===== src/rtl/ccount_defs.svh =====
// Constants for the charge counter: register map, fields, timing.
// Assumes a 100 MHz core clock, 24-bit registers and 32-bit serial frames.
`ifndef CCOUNT_DEFS_SVH
`define CCOUNT_DEFS_SVH

`define CC_ADDR_W 6
`define CC_DATA_W 24
`define CC_REG_CTRL 6'h09
`define CC_REG_PRESC 6'h0A

`define CC_BIT_RUN 0
`define CC_BIT_RST 1
`define CC_BIT_DCALDIS 2
`define CC_BIT_ACAL 3
`define CC_BIT_DITHER 4
`define CC_BIT_FAULT 7
`define CC_CNT_LSB 8
`define CC_CNT_MSB 23
`define CC_PRESC_MSB 14

`define CC_CNT_W 16
`define CC_PRESC_W 15
`define CC_PRESC_RST 15'h0001
`define CC_ROLL_VAL 16'h8000

`define CC_CLK_PERIOD_NS 10
`define CC_RST_TIME_NS 40000
`define CC_RST_CYCLES (`CC_RST_TIME_NS / `CC_CLK_PERIOD_NS)
`define CC_RST_CW 12
`define CC_DEB_TIME_MS 1000
`define CC_DEB_CYCLES (`CC_DEB_TIME_MS * (1000000 / `CC_CLK_PERIOD_NS))

`define CC_SPI_FRAME 32
`define CC_SPI_DATA_START 8
`define CC_SPI_CNT_W 6

`endif


===== src/rtl/ccount_pkg.sv =====
// Types shared by the charge counter modules.
// Assumes the constants header is compiled alongside.
package ccount_pkg;
    typedef enum logic {RST_IDLE, RST_BUSY} rst_state_t;
    typedef logic [5:0] reg_addr_t;
    typedef logic [23:0] reg_data_t;
endpackage


===== src/rtl/charge_counter.sv =====
// Digital core of the battery charge counter with its serial register port.
// Assumes converter, comparator and serial pins are asynchronous to clk_in.
`timescale 1ns/10ps
`include "ccount_defs.svh"
module charge_counter #(
    parameter int unsigned DEBOUNCE_CYCLES = `CC_DEB_CYCLES
) (
    input wire logic clk_in,
    input wire logic rst_n_in,
    input wire logic sclk_in,
    input wire logic cs_n_in,
    input wire logic mosi_in,
    output logic miso_out,
    output logic miso_oe_out,
    input wire logic conv_toggle_in,
    input wire logic conv_down_in,
    input wire logic supply_below_uv_in,
    input wire logic battery_detect_sense_in,
    output logic counter_run_out,
    output logic converter_reset_out,
    output logic digital_corr_en_out,
    output logic analog_short_out,
    output logic dither_out
);
    import ccount_pkg::*;
    localparam int RST_MAX = `CC_RST_CYCLES;

    reg_addr_t spi_addr;
    reg_data_t rd_data, wr_data;
    logic spi_wr, ctrl_wr, presc_wr;

    logic counter_run_r, digital_cal_disable_r, analog_cal_enable_r, dither_enable_r;
    logic count_invalid_flag_r;
    logic [`CC_PRESC_W-1:0] count_prescale_r;
    logic signed [`CC_CNT_W-1:0] charge_count_r, charge_count_nxt;
    logic signed [`CC_PRESC_W:0] sub_r, sub_nxt, limit;
    rst_state_t rst_state_r;
    logic [`CC_RST_CW-1:0] rst_timer_r;
    logic rst_busy;
    // Independent length of the busy period, only for the period check
    logic [`CC_RST_CW-1:0] busy_len_r;

    logic [3:0] sync1_r, sync2_r;
    logic toggle_d_r, step, step_down;
    logic uv_hit, batt_hit, roll_hit, fault_set;

    spi_frame u_spi (
        .clk_in(clk_in),
        .rst_n_in(rst_n_in),
        .sclk_in(sclk_in),
        .cs_n_in(cs_n_in),
        .mosi_in(mosi_in),
        .miso_out(miso_out),
        .miso_oe_out(miso_oe_out),
        .addr_out(spi_addr),
        .rd_data_in(rd_data),
        .wr_out(spi_wr),
        .wr_data_out(wr_data)
    );

    assign ctrl_wr = spi_wr && spi_addr == `CC_REG_CTRL;
    assign presc_wr = spi_wr && spi_addr == `CC_REG_PRESC;

    // Converter and comparator inputs: two flops before any use
    always_ff @(posedge clk_in) begin
        if (!rst_n_in) begin
            sync1_r <= 4'h0;
            sync2_r <= 4'h0;
            toggle_d_r <= 1'b0;
        end else begin
            sync1_r <= {battery_detect_sense_in, supply_below_uv_in, conv_down_in,
                        conv_toggle_in};
            sync2_r <= sync1_r;
            toggle_d_r <= sync2_r[0];
        end
    end
    // Each converter count arrives as a toggle so no pulse is lost across domains
    assign step = sync2_r[0] ^ toggle_d_r;
    assign step_down = sync2_r[1];

    level_debounce #(.CYCLES(DEBOUNCE_CYCLES)) u_uv_deb (
        .clk_in(clk_in),
        .rst_n_in(rst_n_in),
        .level_in(sync2_r[2]),
        .hit_out(uv_hit)
    );

    level_debounce #(.CYCLES(DEBOUNCE_CYCLES)) u_batt_deb (
        .clk_in(clk_in),
        .rst_n_in(rst_n_in),
        .level_in(sync2_r[3]),
        .hit_out(batt_hit)
    );

    // Control bits
    always_ff @(posedge clk_in) begin
        if (!rst_n_in) begin
            counter_run_r <= 1'b0;
        end else if (ctrl_wr) begin
            counter_run_r <= wr_data[`CC_BIT_RUN];
        end
    end

    // Correction stays on after reset; turning it off is a user choice
    always_ff @(posedge clk_in) begin
        if (!rst_n_in) begin
            digital_cal_disable_r <= 1'b0;
        end else if (ctrl_wr) begin
            digital_cal_disable_r <= wr_data[`CC_BIT_DCALDIS];
        end
    end

    always_ff @(posedge clk_in) begin
        if (!rst_n_in) begin
            analog_cal_enable_r <= 1'b0;
        end else if (ctrl_wr) begin
            analog_cal_enable_r <= wr_data[`CC_BIT_ACAL];
        end
    end

    always_ff @(posedge clk_in) begin
        if (!rst_n_in) begin
            dither_enable_r <= 1'b0;
        end else if (ctrl_wr) begin
            dither_enable_r <= wr_data[`CC_BIT_DITHER];
        end
    end

    always_ff @(posedge clk_in) begin
        if (!rst_n_in) begin
            count_prescale_r <= `CC_PRESC_RST;
        end else if (presc_wr) begin
            count_prescale_r <= wr_data[`CC_PRESC_MSB:0];
        end
    end

    // Self-clearing reset command; settings survive it, only counting logic clears
    always_ff @(posedge clk_in) begin
        if (!rst_n_in) begin
            rst_state_r <= RST_IDLE;
            rst_timer_r <= '0;
        end else begin
            unique case (rst_state_r)
                RST_IDLE: begin
                    rst_timer_r <= '0;
                    if (ctrl_wr && wr_data[`CC_BIT_RST]) begin
                        rst_state_r <= RST_BUSY;
                    end
                end
                RST_BUSY: begin
                    rst_timer_r <= `CC_RST_CW'(rst_timer_r + 1'b1);
                    if (rst_timer_r == `CC_RST_CW'(`CC_RST_CYCLES - 1)) begin
                        rst_state_r <= RST_IDLE;
                    end
                end
            endcase
        end
    end
    assign rst_busy = rst_state_r == RST_BUSY;

    always_ff @(posedge clk_in) begin
        if (!rst_n_in || !rst_busy) begin
            busy_len_r <= '0;
        end else begin
            busy_len_r <= `CC_RST_CW'(busy_len_r + 1'b1);
        end
    end

    // Wrap test for either direction; >= so a smaller limit can never stall the count
    function automatic logic residue_full(input logic signed [`CC_PRESC_W:0] res,
            input logic signed [`CC_PRESC_W:0] lim);
        return res >= lim - 16'sh0001;
    endfunction

    // Prescaler: residue runs both ways, so mixed charge and discharge nets out
    always_comb begin
        limit = (count_prescale_r == '0) ? 16'sh0001 : $signed({1'b0, count_prescale_r});
        sub_nxt = sub_r;
        charge_count_nxt = charge_count_r;
        if (step && !step_down) begin
            if (residue_full(sub_r, limit)) begin
                sub_nxt = '0;
                charge_count_nxt = charge_count_r + 16'sh0001;
            end else begin
                sub_nxt = sub_r + 16'sh0001;
            end
        end else if (step) begin
            if (residue_full(-sub_r, limit)) begin
                sub_nxt = '0;
                charge_count_nxt = charge_count_r - 16'sh0001;
            end else begin
                sub_nxt = sub_r - 16'sh0001;
            end
        end
    end

    // Stopped counter holds count and residue; a new scale drops the old residue
    always_ff @(posedge clk_in) begin
        if (!rst_n_in || rst_busy) begin
            charge_count_r <= '0;
            sub_r <= '0;
        end else begin
            if (counter_run_r) begin
                charge_count_r <= charge_count_nxt;
            end
            if (presc_wr) begin
                sub_r <= '0;
            end else if (counter_run_r) begin
                sub_r <= sub_nxt;
            end
        end
    end

    assign roll_hit = counter_run_r && !rst_busy && charge_count_nxt == `CC_ROLL_VAL
        && charge_count_r != `CC_ROLL_VAL;
    assign fault_set = roll_hit || uv_hit || batt_hit;

    // Status only; deliberately no interrupt path
    always_ff @(posedge clk_in) begin
        if (!rst_n_in) begin
            count_invalid_flag_r <= 1'b0;
        end else if (ctrl_wr) begin
            count_invalid_flag_r <= fault_set
                || (count_invalid_flag_r && wr_data[`CC_BIT_FAULT]);
        end else begin
            count_invalid_flag_r <= count_invalid_flag_r || fault_set;
        end
    end

    // Read data; the control word carries the count, so writes return it too
    always_comb begin
        rd_data = '0;
        if (spi_addr == `CC_REG_CTRL) begin
            rd_data[`CC_BIT_RUN] = counter_run_r;
            rd_data[`CC_BIT_RST] = rst_busy;
            rd_data[`CC_BIT_DCALDIS] = digital_cal_disable_r;
            rd_data[`CC_BIT_ACAL] = analog_cal_enable_r;
            rd_data[`CC_BIT_DITHER] = dither_enable_r;
            rd_data[`CC_BIT_FAULT] = count_invalid_flag_r;
            rd_data[`CC_CNT_MSB:`CC_CNT_LSB] = charge_count_r;
        end else if (spi_addr == `CC_REG_PRESC) begin
            rd_data[`CC_PRESC_MSB:0] = count_prescale_r;
        end
    end

    assign counter_run_out = counter_run_r;
    assign converter_reset_out = rst_busy;
    assign digital_corr_en_out = !digital_cal_disable_r;
    assign analog_short_out = analog_cal_enable_r;
    assign dither_out = dither_enable_r && !digital_cal_disable_r;
endmodule


===== src/rtl/level_debounce.sv =====
// Debounce of a synchronised level: one pulse after a long steady high.
// Assumes the input is already in the clk_in domain.
`timescale 1ns/10ps
module level_debounce #(
    parameter int unsigned CYCLES = 100000000
) (
    input wire logic clk_in,
    input wire logic rst_n_in,
    input wire logic level_in,
    output logic hit_out
);
    localparam int CW = $clog2(CYCLES + 1);
    logic [CW-1:0] cnt_r;

    // Saturates so one long fault gives one pulse only
    always_ff @(posedge clk_in) begin
        if (!rst_n_in || !level_in) begin
            cnt_r <= '0;
        end else if (cnt_r != CW'(CYCLES)) begin
            cnt_r <= CW'(cnt_r + 1'b1);
        end
    end

    always_ff @(posedge clk_in) begin
        if (!rst_n_in) begin
            hit_out <= 1'b0;
        end else begin
            hit_out <= level_in && (cnt_r == CW'(CYCLES - 1));
        end
    end
endmodule


===== src/rtl/spi_frame.sv =====
// Serial register port: 32-bit frames, write flag, 6-bit address, pad, 24 data.
// Assumes the serial clock is well below a quarter of clk_in; mode 0, MSB first.
`timescale 1ns/10ps
`include "ccount_defs.svh"
module spi_frame (
    input wire logic clk_in,
    input wire logic rst_n_in,
    input wire logic sclk_in,
    input wire logic cs_n_in,
    input wire logic mosi_in,
    output logic miso_out,
    output logic miso_oe_out,
    output ccount_pkg::reg_addr_t addr_out,
    input wire ccount_pkg::reg_data_t rd_data_in,
    output logic wr_out,
    output ccount_pkg::reg_data_t wr_data_out
);
    import ccount_pkg::*;
    logic [2:0] sclk_s1_r, sclk_s2_r;
    logic sclk_d_r, rise, fall;
    logic [`CC_SPI_CNT_W-1:0] bit_cnt_r;
    logic [30:0] rx_r;
    reg_data_t tx_r;
    reg_addr_t addr_r;

    // Two-flop synchronisers; edges taken from the second stage only
    always_ff @(posedge clk_in) begin
        if (!rst_n_in) begin
            sclk_s1_r <= 3'h4;
            sclk_s2_r <= 3'h4;
            sclk_d_r <= 1'b0;
        end else begin
            sclk_s1_r <= {cs_n_in, mosi_in, sclk_in};
            sclk_s2_r <= sclk_s1_r;
            sclk_d_r <= sclk_s2_r[0];
        end
    end
    assign rise = !sclk_s2_r[2] && sclk_s2_r[0] && !sclk_d_r;
    assign fall = !sclk_s2_r[2] && !sclk_s2_r[0] && sclk_d_r;
    // Address held after the header; the shifter moves on into the data field
    assign addr_out = (bit_cnt_r < `CC_SPI_CNT_W'(`CC_SPI_DATA_START)) ? rx_r[5:0] : addr_r;
    assign miso_oe_out = !sclk_s2_r[2];

    always_ff @(posedge clk_in) begin
        if (!rst_n_in || sclk_s2_r[2]) begin
            bit_cnt_r <= '0;
        end else if (rise && bit_cnt_r != `CC_SPI_CNT_W'(`CC_SPI_FRAME)) begin
            bit_cnt_r <= `CC_SPI_CNT_W'(bit_cnt_r + 1'b1);
        end
    end

    always_ff @(posedge clk_in) begin
        if (!rst_n_in) begin
            rx_r <= '0;
        end else if (rise) begin
            rx_r <= {rx_r[29:0], sclk_s2_r[1]};
        end
    end

    // Read data captured once the address is complete
    always_ff @(posedge clk_in) begin
        if (!rst_n_in) begin
            tx_r <= '0;
            addr_r <= '0;
        end else if (rise && bit_cnt_r == `CC_SPI_CNT_W'(`CC_SPI_DATA_START - 1)) begin
            tx_r <= rd_data_in;
            addr_r <= rx_r[5:0];
        end
    end

    always_ff @(posedge clk_in) begin
        if (!rst_n_in || sclk_s2_r[2]) begin
            miso_out <= 1'b0;
        end else if (fall) begin
            if (bit_cnt_r >= `CC_SPI_CNT_W'(`CC_SPI_DATA_START)
                    && bit_cnt_r < `CC_SPI_CNT_W'(`CC_SPI_FRAME)) begin
                miso_out <= tx_r[5'(`CC_SPI_CNT_W'(`CC_SPI_FRAME - 1) - bit_cnt_r)];
            end else begin
                miso_out <= 1'b0;
            end
        end
    end

    always_ff @(posedge clk_in) begin
        if (!rst_n_in) begin
            wr_out <= 1'b0;
            wr_data_out <= '0;
        end else begin
            wr_out <= rise && bit_cnt_r == `CC_SPI_CNT_W'(`CC_SPI_FRAME - 1) && rx_r[30];
            wr_data_out <= {rx_r[22:0], sclk_s2_r[1]};
        end
    end
endmodule


===== config.mk =====
export PLATFORM = sky130hd
export DESIGN_NAME = charge_counter
export DESIGN_NICKNAME = d
export VERILOG_FILES = /design/src/rtl/ccount_pkg.sv /design/src/rtl/charge_counter.sv /design/src/rtl/level_debounce.sv /design/src/rtl/spi_frame.sv
export VERILOG_INCLUDE_DIRS = /design/src /design/src/rtl
export SDC_FILE = /design/constraint.sdc
export NUM_CORES = 1
export LEC_CHECK = 0
export BUFFER_PORTS_ARGS = -buffer_cell sky130_fd_sc_hd__buf_2
export CAP_MARGIN = 10
export CORE_MARGIN = 5
export CORE_UTILIZATION = 35
export DETAILED_ROUTE_END_ITERATION = 16
export PLACE_DENSITY_LB_ADDON = 0.2
export SYNTH_ARGS = -nofsm -noshare
export SYNTH_HDL_FRONTEND = slang
export SYNTH_HIERARCHICAL = 1
export SYNTH_SLANG_ARGS = --single-unit

===== constraint.sdc =====
create_clock -name clk_in -period 6.1 [get_ports clk_in]
set_input_delay 0.61 -clock clk_in [delete_from_list [all_inputs] [get_ports clk_in]]
set_output_delay 0.61 -clock clk_in [all_outputs]
set_load 0.02 [all_outputs]

==> results.py <==
metrics = {
    "die": {
        "dieHeight_um": 194,
        "ioPinCount": 16,
        "rows": 67,
        "core_um2": 33400,
        "initial_utilization_pct": 35.3,
        "die_x_um": 194,
        "die-area_um2": 37500,
    },
    "final_layout": {
        "layout_common_cells": "dfxtp_1, nand2_1, nor2_1, o21ai_0, a21oi_1",
        "final_area_um2": 13000,
        "diodes": 0,
        "final_common_cell": "dfxtp_1",
        "drive_above_1_share_pct": 8.29,
        "area_growth_pct": 10.1,
        "layout.nets": 1455,
        "fin_cells": 1871,
    },
    "place": {
        "dp_hpwl_um": 20300,
        "portBuffers": 15,
        "dpl_cell_area_um2": 12200,
        "place_congestion": 0.891,
        "placedCellCount": 1826,
    },
    "power": {
        "p_total_w": 0.00301,
        "ir_drop_mv": 0.201,
        "power.density_nw_per_um2": 232,
        "leakage_nw": 4.43,
    },
    "global_route": {
        "grt_pass1_wl_um": 49600,
        "grt_antenna_before_repair": 0,
        "grt_pass1_vias": 9550,
        "grt_usage_pct": 15.2,
        "grt_max_degree": 85,
        "grt-ovfl-total": 0,
    },
    "synthesis": {
        "ys_warn_count": 6,
        "synthCells": 1438,
        "avgSynthCellArea_um2": 8.21,
        "synthesis.area_um2": 11800,
    },
    "clocking": {
        "cts_resized": 0,
        "clkLatencyLatePin_ps": 530,
        "clockBufferDepth": 3,
        "cts_max_level": 1,
        "post_cts_buffers": 0,
        "clkTransAtPathRegs_ps": 60,
        "cts_buffers": 25,
        "clock_sinks": 221,
        "hold_buffers": 0,
        "cts_root_buf": "clkbuf_16",
        "cts_tree": "done",
    },
    "worst_setup_path": {
        "worstPathRequired_ps": 6530,
        "rr_endpoint": "count_invalid_flag_r$_SDFF_PN0_",
        "endpoint_kind": "flip-flop",
        "rrSetupSlack_ps": 530,
        "start_kind": "flip-flop",
        "worst-endpoint-arrival_ps": 6000,
        "critical_path_class": "flip-flop to flip-flop",
        "critPathMaxFanout": 11,
        "timing.rr.start": "count_prescale_r[9]$_SDFFE_PN0P_",
        "rr_worst_depth": 20,
    },
    "sta": {
        "maxSlewHeadroom_pct": 21.9,
        "min_period_ps": 5570,
        "finalClockSkew_ps": 23.9,
        "setup_viol": 0,
        "period_share_pct": 91.3,
        "fin_tns_setup_ps": 0,
        "finalHoldViolations": 0,
        "tightest_slew_ps": 1170,
        "final_max_slew_viol_count": 0,
        "timing.fmax_mhz": 180,
    },
    "worst_hold_path": {
        "hold_start": "cs_n_in",
        "hold_path_depth": 2,
        "min_to": "u_spi/sclk_s1_r[2]$_SDFF_PN1_",
        "min-delay-path-class": "input pin to flip-flop",
    },
    "routing": {
        "vias": 9950,
        "routed_wl_um": 29100,
        "drtIter0Drc": 631,
        "wl_per_cell_um": 15.6,
        "drtPass1Iterations": 5,
        "antenna_left": 0,
        "drc": 0,
        "viasPerCell": 5.32,
    },
    "status": {
        "status": "finished clean",
    },
    "run": {
        "drv.max_cap_violation_count": 0,
    },
}
[metal layers]
metal  vias to the layer above  global-route usage [%]  routed length [um]
met5                         -                       0                   0
met4                         0                    3.23                 516
met3                        32                    2.17                1030
met2                       146                    24.8               13100
met1                      4719                    21.6               14500
li1                       5053                       -                   -
[stage by stage]
| stage | worst slack (ps) | util (%) | hold WS [ps] |
|---|---|---|---|
| floorplan | 1140 | - | 386 |
| global placement | 570 | 36.4 | 404 |
| detailed placement | 434 | 36.4 | 410 |
| CTS | 374 | 38.8 | 237 |
| global route | -30.3 | 38.9 | 263 |
| finish | 532 | 38.9 | 261 |
[worst max-delay path: stages, from the launching register on]
cell and delay [ps]:
dfxtp_1 490, nor4_2 100, and4_1 300, a21oi_1 220
ha_1 210, nand2_1 90, nor3_2 270, nand3_1 180
nor3_1 210, xnor2_1 130, ha_1 320, nand4_1 100
or3_1 350, a311o_1 360, a221oi_1 290, a31oi_1 210
a21oi_1 400, nor2_1 320, nor4_1 440, a31oi_1 170
o41ai_2 300
[cell type report]
class                      count  area, um2
sequential                   221       4420
inverter                      29        109
fill                        3467      20500
multi-input combinational   1100       6920
tap                          448        561
clock buffer                  37        731
timing repair buffer          28        175
clock inverter                 8       77.6
[registers in the layout (all words and copies together) (netlist names), 3 cells and up]
signal / flops
u_spi/sclk_s1_r: 3
u_spi/wr_data_out: 15
u_spi/rx_r: 31
rst_timer_r: 12
u_uv_deb/cnt_r: 27
sub_r: 16
count_prescale_r: 15
u_spi/addr_r: 6
sync2_r: 4
charge_count_r: 16
u_batt_deb/cnt_r: 27
sync1_r: 4
u_spi/tx_r: 24
u_spi/sclk_s2_r: 3
u_spi/bit_cnt_r: 6
[where the power goes]
part            total, W  switching (W)  internal, W
combinational  0.0000832      0.0000532    0.0000300
clock            0.00147       0.000600     0.000871
sequential       0.00146     0.00000545      0.00145
[how the worst max path moves through the flow]
stage                                                start  slack [ps]  cells past startpoint                               to
after floorplan           count_prescale_r[9]$_SDFFE_PN0P_        1140                     23  count_invalid_flag_r$_SDFF_PN0_
after global placement    count_prescale_r[9]$_SDFFE_PN0P_         570                     21  count_invalid_flag_r$_SDFF_PN0_
after detailed placement  count_prescale_r[9]$_SDFFE_PN0P_         430                     20  count_invalid_flag_r$_SDFF_PN0_
after CTS                 count_prescale_r[9]$_SDFFE_PN0P_         370                     21  count_invalid_flag_r$_SDFF_PN0_
after global routing      count_prescale_r[9]$_SDFFE_PN0P_         -30                     21  count_invalid_flag_r$_SDFF_PN0_
final                     count_prescale_r[9]$_SDFFE_PN0P_         530                     20  count_invalid_flag_r$_SDFF_PN0_
No activity file was read; power rests on OpenSTA's default activity.
